===== src/orc_defines.vh =====
// Register map, field positions and reset values of the maintenance register group.
`ifndef ORC_DEFINES_VH
`define ORC_DEFINES_VH

// ==========================================================
// Register offsets (byte addresses on the bus are index * 4)
`define ORC_IDX_LOOP_CTRL 8'h44
`define ORC_IDX_CMD_MODE 8'h4A
`define ORC_IDX_CMD_ADDR 8'h4B
`define ORC_IDX_CMD_DATA 8'h4C
`define ORC_IDX_TX_COUNT 8'h4D
`define ORC_IDX_RX_COUNT 8'h4E
`define ORC_IDX_MIRROR 8'h4F

// ==========================================================
// Field positions of the mode register
`define ORC_RSV_HI 7
`define ORC_RSV_LO 6
`define ORC_CAP_HI 5
`define ORC_CAP_LO 4
`define ORC_OPC_HI 3
`define ORC_OPC_LO 2
`define ORC_MODE_HI 1
`define ORC_MODE_LO 0

// ==========================================================
// Codes and reset values
`define ORC_MODE_NORMAL 2'h0
`define ORC_MODE_EXT 2'h2
`define ORC_CAP_EXT 2'h2
`define ORC_RST_MODE_RW 8'h02
`define ORC_RST_BYTE 8'h00
`define ORC_COUNT_MAX 8'hFF
`define ORC_COUNT_ONE 8'h01
`define ORC_CLEAR_VALUE 8'h00
`define ORC_MIRROR_HUB 8'h47
`define ORC_MIRROR_SUB 8'h07
`define ORC_RW_MASK 8'hCF
`define ORC_ADR_LSB 2

`endif


===== src/orc_regs.v =====
// Remote command registers, maintenance frame counters and status mirror.
//
// Local design decision: register access over Wishbone.
`timescale 1ns/1ps
module orc_regs (
	// Clock and reset
	input wire clk_sys_in,
	input wire rstn_in,
	// Wishbone slave
	input wire wb_cyc_in,
	input wire wb_stb_in,
	input wire wb_we_in,
	input wire [9:0] wb_adr_in,
	input wire [3:0] wb_sel_in,
	input wire [31:0] wb_dat_in,
	output reg [31:0] wb_dat_out,
	output wire wb_ack_out,
	// Configuration
	input wire hub_side_in,
	// Own model info bytes
	input wire [7:0] model_byte_one_in,
	input wire [7:0] model_byte_two_in,
	input wire [7:0] model_byte_three_in,
	// Maintenance frame events and partner status
	input wire tx_frame_valid_in,
	input wire rx_frame_valid_in,
	input wire optical_link_up_in,
	input wire [7:0] partner_status_in,
	// Fields for the outgoing maintenance frame
	output reg [7:0] frame_model_byte_one_out,
	output reg [7:0] frame_model_byte_two_out,
	output reg [7:0] frame_model_byte_three_out,
	output reg ext_mode_out,
	output reg [1:0] op_code_out
);
`include "orc_defines.vh"

	// ==========================================================
	// Bus front end
	wire req;
	wire wr;
	wire [7:0] idx;
	wire [7:0] wbyte;
	reg [7:0] mode_q;
	reg [7:0] addr_q;
	reg [7:0] data_q;
	reg [7:0] mirror_q;
	reg strap_done_q;
	wire [7:0] tx_count;
	wire [7:0] rx_count;
	wire clear_counts;
	wire [7:0] mode_rd;
	wire ext_mode;

	assign wbyte = wb_dat_in[7:0];

	orc_wb_slave u_bus (
		.clk_sys_in(clk_sys_in),
		.rstn_in(rstn_in),
		.wb_cyc_in(wb_cyc_in),
		.wb_stb_in(wb_stb_in),
		.wb_we_in(wb_we_in),
		.wb_adr_in(wb_adr_in),
		.wb_sel_in(wb_sel_in),
		.wb_ack_out(wb_ack_out),
		.req_out(req),
		.wr_out(wr),
		.idx_out(idx)
	);

	// ==========================================================
	// Remote command registers
	always @(posedge clk_sys_in) begin
		if (!rstn_in) begin
			mode_q <= `ORC_RST_MODE_RW;
			addr_q <= `ORC_RST_BYTE;
			data_q <= `ORC_RST_BYTE;
		end else if (wr) begin
			if (idx == `ORC_IDX_CMD_MODE) begin
				mode_q <= wbyte & `ORC_RW_MASK;
			end
			if (idx == `ORC_IDX_CMD_ADDR) begin
				addr_q <= wbyte;
			end
			if (idx == `ORC_IDX_CMD_DATA) begin
				data_q <= wbyte;
			end
		end
	end

	assign mode_rd = {mode_q[`ORC_RSV_HI:`ORC_RSV_LO], `ORC_CAP_EXT,
		mode_q[`ORC_OPC_HI:`ORC_MODE_LO]};

	assign ext_mode = hub_side_in &&
		(mode_q[`ORC_MODE_HI:`ORC_MODE_LO] == `ORC_MODE_EXT);

	// ==========================================================
	// Frame field selection
	always @(posedge clk_sys_in) begin
		if (!rstn_in) begin
			frame_model_byte_one_out <= `ORC_RST_BYTE;
			frame_model_byte_two_out <= `ORC_RST_BYTE;
			frame_model_byte_three_out <= `ORC_RST_BYTE;
			ext_mode_out <= 1'b0;
			op_code_out <= 2'h0;
		end else begin
			ext_mode_out <= ext_mode;
			op_code_out <= mode_q[`ORC_OPC_HI:`ORC_OPC_LO];
			if (ext_mode) begin
				frame_model_byte_one_out <= mode_rd;
				frame_model_byte_two_out <= addr_q;
				frame_model_byte_three_out <= data_q;
			end else begin
				frame_model_byte_one_out <= model_byte_one_in;
				frame_model_byte_two_out <= model_byte_two_in;
				frame_model_byte_three_out <= model_byte_three_in;
			end
		end
	end

	// ==========================================================
	// Maintenance frame counters
	// zero write clears
	assign clear_counts = wr && idx == `ORC_IDX_LOOP_CTRL &&
		wbyte == `ORC_CLEAR_VALUE;

	orc_sat_counter u_tx_count (
		.clk_sys_in(clk_sys_in),
		.rstn_in(rstn_in),
		.clear_in(clear_counts),
		.event_in(tx_frame_valid_in),
		.count_out(tx_count)
	);

	orc_sat_counter u_rx_count (
		.clk_sys_in(clk_sys_in),
		.rstn_in(rstn_in),
		.clear_in(clear_counts),
		.event_in(rx_frame_valid_in),
		.count_out(rx_count)
	);

	// ==========================================================
	// Partner status mirror
	always @(posedge clk_sys_in) begin
		if (!rstn_in) begin
			mirror_q <= `ORC_MIRROR_SUB;
			strap_done_q <= 1'b0;
		end else if (!strap_done_q) begin
			strap_done_q <= 1'b1;
			mirror_q <= hub_side_in ? `ORC_MIRROR_HUB : `ORC_MIRROR_SUB;
		end else if (optical_link_up_in) begin
			mirror_q <= partner_status_in;
		end
	end

	// ==========================================================
	// Read data
	always @(posedge clk_sys_in) begin
		if (!rstn_in) begin
			wb_dat_out <= 32'h0000_0000;
		end else if (req) begin
			case (idx)
			`ORC_IDX_CMD_MODE: wb_dat_out <= {24'h00_0000, mode_rd};
			`ORC_IDX_CMD_ADDR: wb_dat_out <= {24'h00_0000, addr_q};
			`ORC_IDX_CMD_DATA: wb_dat_out <= {24'h00_0000, data_q};
			`ORC_IDX_TX_COUNT: wb_dat_out <= {24'h00_0000, tx_count};
			`ORC_IDX_RX_COUNT: wb_dat_out <= {24'h00_0000, rx_count};
			`ORC_IDX_MIRROR: wb_dat_out <= {24'h00_0000, mirror_q};
			default: wb_dat_out <= 32'h0000_0000;
			endcase
		end
	end
endmodule


===== src/orc_sat_counter.v =====
// Eight-bit saturating event counter with synchronous clear.
`timescale 1ns/1ps
module orc_sat_counter (
	// Clock and reset
	input wire clk_sys_in,
	input wire rstn_in,
	// Control
	input wire clear_in,
	input wire event_in,
	// Count
	output reg [7:0] count_out
);
`include "orc_defines.vh"

	always @(posedge clk_sys_in) begin
		if (!rstn_in || clear_in) begin
			count_out <= `ORC_RST_BYTE;
		end else if (event_in && count_out != `ORC_COUNT_MAX) begin
			count_out <= count_out + `ORC_COUNT_ONE;
		end
	end
endmodule


===== src/orc_wb_slave.v =====
// Classic Wishbone slave front end: decode and one-cycle acknowledge.
`timescale 1ns/1ps
module orc_wb_slave (
	// Clock and reset
	input wire clk_sys_in,
	input wire rstn_in,
	// Wishbone
	input wire wb_cyc_in,
	input wire wb_stb_in,
	input wire wb_we_in,
	input wire [9:0] wb_adr_in,
	input wire [3:0] wb_sel_in,
	output reg wb_ack_out,
	// Register side
	output wire req_out,
	output wire wr_out,
	output wire [7:0] idx_out
);
`include "orc_defines.vh"

	// A request is served once; ack drops the cycle after it was given.
	assign req_out = wb_cyc_in && wb_stb_in && !wb_ack_out;
	assign wr_out = req_out && wb_we_in && wb_sel_in[0];
	assign idx_out = wb_adr_in[9:`ORC_ADR_LSB];

	always @(posedge clk_sys_in) begin
		if (!rstn_in) begin
			wb_ack_out <= 1'b0;
		end else begin
			wb_ack_out <= req_out;
		end
	end
endmodule

===== config.mk =====
export PLATFORM = sky130hd
export DESIGN_NAME = orc_regs
export DESIGN_NICKNAME = d
export VERILOG_FILES = /design/src/orc_regs.v /design/src/orc_sat_counter.v /design/src/orc_wb_slave.v
export VERILOG_INCLUDE_DIRS = /design/src
export SDC_FILE = /design/constraint.sdc
export NUM_CORES = 1
export LEC_CHECK = 0
export BUFFER_PORTS_ARGS = -buffer_cell sky130_fd_sc_hd__buf_2
export CORE_ASPECT_RATIO = 1.4
export CORE_MARGIN = 4
export CORE_UTILIZATION = 53
export DETAILED_ROUTE_END_ITERATION = 10
export GPL_ROUTABILITY_DRIVEN = 1
export HOLD_SLACK_MARGIN = 0.08
export PLACE_DENSITY = 0.86
export SYNTH_ARGS = -nofsm -noshare
export SYNTH_HDL_FRONTEND = slang
export SYNTH_HIERARCHICAL = 1
export SYNTH_SLANG_ARGS = --single-unit

===== constraint.sdc =====
create_clock -name clk_sys_in -period 5.19 [get_ports clk_sys_in]
set_input_delay 0.519 -clock clk_sys_in [delete_from_list [all_inputs] [get_ports clk_sys_in]]
set_output_delay 0.519 -clock clk_sys_in [all_outputs]
set_load 0.01 [all_outputs]

==> results of run 1 <==
logic make-up after synthesis:
family,after synthesis
mux,33
other cells,1
buf+inv,51
fa+ha+maj,2
flops,83
compound gates,91
simple gates,119
flip-flops by register name, summed over array words and instances (netlist names):
register / count
frame_model_byte_one_out: 8
op_code_out: 2
u_rx_count/count_out: 8
strap_done_q: 1
wb_dat_out: 8
frame_model_byte_three_out: 8
mode_q: 6
mirror_q: 8
addr_q: 8
u_bus/wb_ack_out: 1
data_q: 8
ext_mode_out: 1
u_tx_count/count_out: 8
frame_model_byte_two_out: 8
where the power goes:
part           internal (mW)  leakage (nW)  total (mW)  switching (mW)
clock                  0.256         0.104       0.472           0.216
combinational         0.0484          1.29       0.115          0.0665
sequential             0.651         0.675       0.660         0.00848
total                  0.955          2.07        1.25           0.291
final timing paths:
path / from / endpoint / depth (start not counted)
worst max-delay path: wb_adr_in[4] / u_rx_count/count_out[5] / 7
worst min-delay path: model_byte_one_in[1] / frame_model_byte_one_out[1] / 2
worst min register to register: wb_dat_out[2] / wb_dat_out[2] / 1
worst max register to register: u_bus/wb_ack_out / u_rx_count/count_out[5] / 7
cell usage in the layout (no fill, tap or decap), types with 2 or more instances in the layout:
| master | instances |
|---|---|
| mux2i_1 | 29 |
| mux4_2 | 2 |
| a22o_1 | 21 |
| a211oi_1 | 5 |
| nor3_1 | 4 |
| nand4_4 | 2 |
| o21ai_1 | 6 |
| nor2_1 | 12 |
| nand2b_1 | 7 |
| and4_1 | 6 |
| conb_1 | 24 |
| o21ai_2 | 7 |
| a21o_1 | 3 |
| ha_1 | 2 |
| o21ai_0 | 6 |
| and3b_1 | 2 |
| and2_1 | 5 |
| nand4_1 | 4 |
| a22oi_1 | 5 |
| nor2b_1 | 17 |
| a41o_1 | 2 |
| a311oi_1 | 2 |
| and4_4 | 2 |
| o21a_1 | 2 |
| nand3_1 | 15 |
| nand3_2 | 2 |
| a211oi_2 | 2 |
| mux2_2 | 2 |
| a31oi_1 | 4 |
| nor2b_2 | 2 |
| a21boi_2 | 2 |
| clkbuf_8 | 12 |
| a221oi_1 | 5 |
| buf_2 | 93 |
| nand2_1 | 28 |
| and3_1 | 4 |
| a21oi_1 | 12 |
| a211o_1 | 5 |
| dfxtp_1 | 83 |
worst max-delay path: cells and delay by family:
kind / cells / cell delay [ns]
and+or+nand+nor: 5 / 1.70
buffers and inverters: 1 / 0.19
muxes: 1 / 0.08
synth_stat cells, drive strengths merged (5+ instances only):
master  number
nand2       28
o21ai       19
mux2i       29
clkbuf       8
a22oi        5
nor2        12
a221oi       5
nand3       17
and4         8
buf         43
nor2b       19
a21oi       12
a211oi       7
dfxtp       83
a22o        21
and2         5
a211o        5
nand2b       7
nand4        6
area by class of cell:
| cell class | instances | area [um^2] | share of cell area, % |
|---|---|---|---|
| timing repair buffer | 94 | 473.0 | 10.82 |
| tap | 95 | 118.9 | 2.721 |
| multi-input combinational | 269 | 1916 | 43.84 |
| sequential | 83 | 1662 | 38.03 |
| clock inverter | 2 | 35.03 | 0.8018 |
| clock buffer | 12 | 165.2 | 3.780 |
per-stage QoR:
step	util [%]	setup WS, ns
2_1_floorplan	-	3.198
3_3_place_gp	59.71	2.688
3_5_place_dp	59.71	2.626
4_1_cts	62.58	3.011
5_1_grt	62.58	2.737
6_report	62.58	2.938
routing by layer:
metal / vias up / wire length [um] / track usage [%]
li1: 1491 / - / -
met1: 1427 / 3244 / 22.39
met2: 150 / 4458 / 36.50
met3: 33 / 755 / 4.167
met4: 0 / 361 / 13.76
met5: - / 0 / 0
==> qor.csv, run 1 <==
stage,metric,value,unit
clock_tree,hold bufs inserted after CTS,0,
synth,"EDFF count, synth",0,
synth,sequential cell area fraction in the yosys report,43.56,%
synth,syn avg cell area,10.04,um^2
sta,Worst-Margin Slew,0.8525,ns
cells_and_area,Final Instance Area,4369,um^2
critical_path,Worst Setup Start Kind,input port,
sta,fin crit share,43.39,%
clock_tree,postcts setup bufs,0,
sta,tightest hold margin,0.3543,ns
global_routing,Overall Global Routing Usage,20.85,%
critical_path,Crit. End Element,flop,
synth,Synth cell types,50,
critical_path,Crit path required time,5.44,ns
floorplanning,CORE AREA,6982,um^2
synth,post-synthesis register bit count,83,
critical_path,flop2flop setup slack,3.08,ns
critical_path,CP max stage delay,0.71,ns
floorplanning,Die Ht,108.4,um
critical_path,CP max stage cell,nor2b_1,
synth,post-synthesis mux area share,9.380,%
sta,RSZ-0062 raised after global routing,false,
cells_and_area,fin nets,546,
synth,adder-cell share of the synthesized area,0.6560,%
detailed_routing,DRT Pass-1 Iters,4,
place,Placed Cells,541,
clock_tree,clk root buf,clkbuf_8,
clock_tree,post-CTS resize count,0,
floorplanning,Rows,36,
synth,Post-Syn Area,3815,um^2
detailed_routing,average wire per standard cell,15.89,um
sta,max_slew headroom,43.05,%
synth,largest cells by area after synthesis,"dfxtp_1 (44%), mux2i_1 (7.6%), buf_4 (6.3%)",
clock_tree,TritonCTS buffer count,9,
detailed_routing,residual DRC count,0,
synth,Post-synth top flop,dfxtp_1,
flow_run,max-cap violation count,0,
clock_tree,htree depth,3,
place,DP Area,4169,um^2
critical_path,critical-path maximum fanout,12,
synth,"FFs w/ async S/R, synth",0,%
detailed_routing,via count,3101,
floorplanning,DIE AREA,8639,um^2
sta,final setup fails,0,
sta,Max Slew Vio Count,0,
critical_path,critical-path cell list,"buf_2, nor2b_1, nand4_1, nor3_1, nor2b_1, nand2b_1, mux2i_1",
cells_and_area,Final Non-Filler Cells,555,
critical_path,most frequent CP cell,nor2b_1,
synth,area share of the largest cell type after synthesis,43.56,%
synth,largest family of logic cells by synthesized area,simple AND/OR/NAND/NOR gates,
power,total power,1.247,mW
floorplanning,Die W,79.71,um
floorplanning,starting density of the core,54.64,%
synth,Synth area leader,dfxtp_1,
global_routing,grt ovf,0,
place,Detailed Place HPWL,6673,um
hold_path,worst min path class,input port to flop,
sta,Clock Skew,0.009656,ns
clock_tree,Sink Count,83,
sta,maximum achievable frequency,444.1,MHz
clock_tree,Skew-Pair Late Insertion Delay,0.36,ns
detailed_routing,vias per cell,5.587,
power,PwrDens,285.3,nW/um^2
synth,Syn Inst Count,380,
detailed_routing,Detail Route Antenna Nets,0,
synth,area share of and/or/nand/nor cells after synthesis,19.48,%
sta,Setup TNS,0,ns
power,Peak VDD IR,186.0,uV
critical_path,arrival time at the worst endpoint,2.50,ns
place,GPL Wtd Cong,0.8555,
outcome,status,"finished, final reports clean",
global_routing,largest net degree at the start of global routing,49,
critical_path,CP Class,input port to flop,
clock_tree,clock tree buffer depth,2,
global_routing,initial antenna violation count,0,
detailed_routing,WL final,8819,um
synth,synth warn,6,
cells_and_area,# diodes,0,
sta,min cycle time layout,2.252,ns
clock_tree,TritonCTS clock tree,done,
synth,Synth Area in Compound Gates,18.20,%
clock_tree,Worst-path clk slew,0.08,ns
place,port bufs,93,
detailed_routing,Initial DRC Count,215,
sta,Final Hold Fails,0,
cells_and_area,fraction of layout instances using a drive strength above 1,29.57,%
power,Pleak,2.070,nW
global_routing,vias in the first global route,2988,
global_routing,first-pass GRT wire length,13850,um
floorplanning,io pins,147,
cells_and_area,synth-to-layout area growth,14.53,%
cells_and_area,fill count,591,
synth,post-synthesis xor/xnor area fraction,0,%
No activity file was read; power rests on OpenSTA's default activity.
==> run 2, diff against run 1 <==
- ABC_AREA: unset -> 1
- CORE_UTILIZATION: 53 -> 50
- PLACE_DENSITY: 0.86 -> 0.81
- clock period: 5.19 -> 2.1 ns (I/O delays scaled with it)
==> qor.csv, run 2 <==
stage,metric,value,unit,change
outcome,status,"finished, final reports clean",,
critical_path,CP Class,flop to flop,,
power,Sw Share,26.09,%,+2.7 points
place,GPL Wtd Cong,0.8907,,+4.1%
clock_tree,Skew-Pair Late Insertion Delay,0.37,ns,about the same
flow_run,max-cap violation count,0,,unchanged
cells_and_area,synth-to-layout area growth,20.12,%,
place,port bufs,93,,unchanged
detailed_routing,WL final,10460,um,+19%
synth,largest cells by area after synthesis,"dfxtp_1 (41%), nand3_1 (9.3%), nand2_1 (8.3%)",,
detailed_routing,average wire per standard cell,13.60,um,-14%
synth,Post-synth top flop,dfxtp_1,,
critical_path,Worst Setup Start Kind,flop,,
sta,Final Hold Fails,0,,unchanged
floorplanning,Die Ht,114.2,um,+5.4%
clock_tree,TritonCTS buffer count,9,,unchanged
detailed_routing,vias per cell,5.031,,-10%
sta,RSZ-0062 raised after global routing,false,,
critical_path,Worst R2R Path Depth,9,,+2
floorplanning,Die W,83.88,um,+5.2%
sta,Clock Skew,0.007934,ns,-0.001722 ns
cells_and_area,multi-input logic area,1842,um^2,-3.9%
critical_path,Crit path required time,2.36,ns,-3.08 ns
clock_tree,htree depth,3,,unchanged
global_routing,Overall Global Routing Usage,22.30,%,+1.4 points
sta,fin crit share,78.03,%,
floorplanning,Rows,38,,+5.6%
floorplanning,CORE AREA,7797,um^2,+12%
global_routing,largest net degree at the start of global routing,48,,-2.0%
synth,Syn Inst Count,558,,+47%
power,total power,3.101,mW,+150%
power,P_int,2.292,mW,+140%
global_routing,vias in the first global route,3760,,+26%
sta,final setup fails,0,,unchanged
synth,Synth area leader,dfxtp_1,,
hold_path,Hold Crit Depth,3,,+1
hold_path,worst min path class,input port to flop,,
place,DP Area,4394,um^2,+5.4%
sta,min cycle time layout,1.639,ns,
power,Clock Power Share,36.9,%,-0.9 points
synth,"FFs w/ async S/R, synth",0,%,unchanged
synth,Post-Syn Area,4030,um^2,+5.6%
synth,most common cell in the netlist,nand2_1,,
synth,"top cells by count, synth","nand2_1 (89), dfxtp_1 (83), nand3_1 (75), inv_1 (57), a21oi_1 (48)",,
cells_and_area,most frequent cells in the layout,"buf_2 (93), nand2_1 (89), dfxtp_1 (83), nand3_1 (75), inv_1 (57)",,
clock_tree,postcts setup bufs,0,,unchanged
critical_path,Crit. End Element,flop,,
clock_tree,Sink Count,83,,unchanged
clock_tree,Worst-path clk slew,0.08,ns,about the same
clock_tree,post-CTS resize count,0,,unchanged
power,Pleak,2.271,nW,+9.7%
synth,post-synthesis register bit count,83,,unchanged
synth,syn avg cell area,7.222,um^2,-28%
synth,"EDFF count, synth",0,,unchanged
synth,synth warn,6,,unchanged
global_routing,initial antenna violation count,0,,unchanged
power,PwrDens,640.6,nW/um^2,+120%
cells_and_area,register area,1662,um^2,unchanged
detailed_routing,Initial DRC Count,240,,+12%
detailed_routing,residual DRC count,0,,unchanged
floorplanning,DIE AREA,9581,um^2,+11%
detailed_routing,Detail Route Antenna Nets,0,,unchanged
global_routing,first-pass GRT wire length,17130,um,+24%
power,Seq pwr share,52.6,%,-0.3 points
clock_tree,hold bufs inserted after CTS,25,,+25
sta,maximum achievable frequency,610.3,MHz,
critical_path,arrival time at the worst endpoint,1.90,ns,-0.60 ns
power,power share of the combinational group,10.5,%,+1.3 points
synth,Synth cell types,31,,-38%
power,Peak VDD IR,411.2,uV,+120%
critical_path,critical-path maximum fanout,7,,-5
sta,Setup TNS,0,ns,unchanged
cells_and_area,"leading cell type in the layout, fill and taps excluded",buf_2,,
sta,Max Slew Vio Count,0,,unchanged
floorplanning,io pins,147,,unchanged
clock_tree,clk root buf,clkbuf_8,,
global_routing,grt ovf,0,,unchanged
detailed_routing,DRT Pass-1 Iters,5,,+1
detailed_routing,via count,3869,,+25%
cells_and_area,fin nets,752,,+38%
clock_tree,TritonCTS clock tree,done,,
place,Detailed Place HPWL,7632,um,+14%
synth,area share of the largest cell type after synthesis,41.23,%,-2.3 points
cells_and_area,fill count,711,,+20%
floorplanning,starting density of the core,51.68,%,-3.0 points
sta,tightest hold margin,0.09595,ns,-0.2584 ns
clock_tree,clock tree buffer depth,2,,unchanged
power,NetSw,809.1,uW,+180%
cells_and_area,fraction of layout instances using a drive strength above 1,22.60,%,-7.0 points
synth,sequential cell area fraction in the yosys report,41.23,%,-2.3 points
cells_and_area,Final Instance Area,4841,um^2,+11%
## run 2: cell types whose count changed after synthesis, moves of 21 or more
| cell | previous run | this run |
|---|---|---|
| a22o_1 | 21 | 0 |
| a21oi_1 | 12 | 48 |
| mux2i_1 | 29 | 0 |
| o21ai_0 | 6 | 41 |
| nand3_1 | 15 | 75 |
| inv_1 | 0 | 57 |
| nor2_1 | 12 | 41 |
| nand2_1 | 28 | 89 |
## run 2: cell type report
class                           count  share of cell area, %
Sequential cell                    83                  34.32
Inverter                           68                  5.273
Clock inverter                      6                  1.370
Tap cell                          100                  2.585
Multi-Input combinational cell    377                  38.05
Clock buffer                       10                  2.636
Timing Repair Buffer              124                  15.71
Antenna cell                        1                0.05169
## run 2: metal layers
| metal | routed length (um) | up-vias | global-route usage (%) | part of all wire (%) |
|---|---|---|---|---|
| met1 | 4178 | 1758 | 24.23 | 40 |
| met4 | 303 | 0 | 9.979 | 2.9 |
| met2 | 5334 | 122 | 40.36 | 51 |
| li1 | - | 1969 | - | - |
| met3 | 639 | 20 | 5.976 | 6.1 |
| met5 | 0 | - | 0 | 0 |
## run 2: per-stage QoR
| step | cells | util (%) | setup WS (ns) |
|---|---|---|---|
| detailed placement | 727 | 56.35 | 0.5043 |
| finish | 769 | 62.08 | 0.4615 |
| global placement | 727 | 56.35 | 0.4900 |
| global route | 768 | 62.05 | 0.3374 |
| floorplan | 581 | - | 0.2722 |
| CTS | 768 | 62.05 | 0.4718 |
## run 2: logic make-up (layout without fill, tap and decap cells)
group / after synthesis / in the layout / share of synthesized area, %
buffers and inverters: 121 / 208 / 15.21
flip-flops: 83 / 83 / 41.23
adder cells (fa/ha/maj): 2 / 2 / 0.6208
other: 1 / 25 / 0.09305
AND/OR/NAND/NOR: 247 / 247 / 29.56
AO/OA/AOI/OAI: 104 / 104 / 13.29
## run 2: power groups by stage
| stage | clock network [mW] | logic (mW) | registers [mW] |
|---|---|---|---|
| after floorplan | 0 | 0.207 | 1.68 |
| after CTS | 1.16 | 0.320 | 1.63 |
| final | 1.14 | 0.324 | 1.63 |
| after global routing | 1.24 | 0.361 | 1.64 |
| after detailed placement | 0 | 0.283 | 1.67 |
| after global placement | 0 | 0.274 | 1.67 |
## run 2: final timing paths
path | from | endpoint | slack [ns]
min | model_byte_three_in[7] | frame_model_byte_three_out[7] | 0.1
max reg2reg | u_bus/wb_ack_out | u_tx_count/count_out[4] | 0.46
min reg2reg | mode_q[3] | op_code_out[1] | 0.43
max | u_bus/wb_ack_out | u_tx_count/count_out[4] | 0.46
## run 2: worst max-delay path, cell delays in order (launching register included)
cell,delay [ns]
dfxtp_1,0.32
inv_1,0.06
nand3_2,0.08
nor2_1,0.22
nand4_1,0.12
nor4_1,0.31
buf_4,0.20
nor2_2,0.08
o21ai_0,0.09
nor2_1,0.05
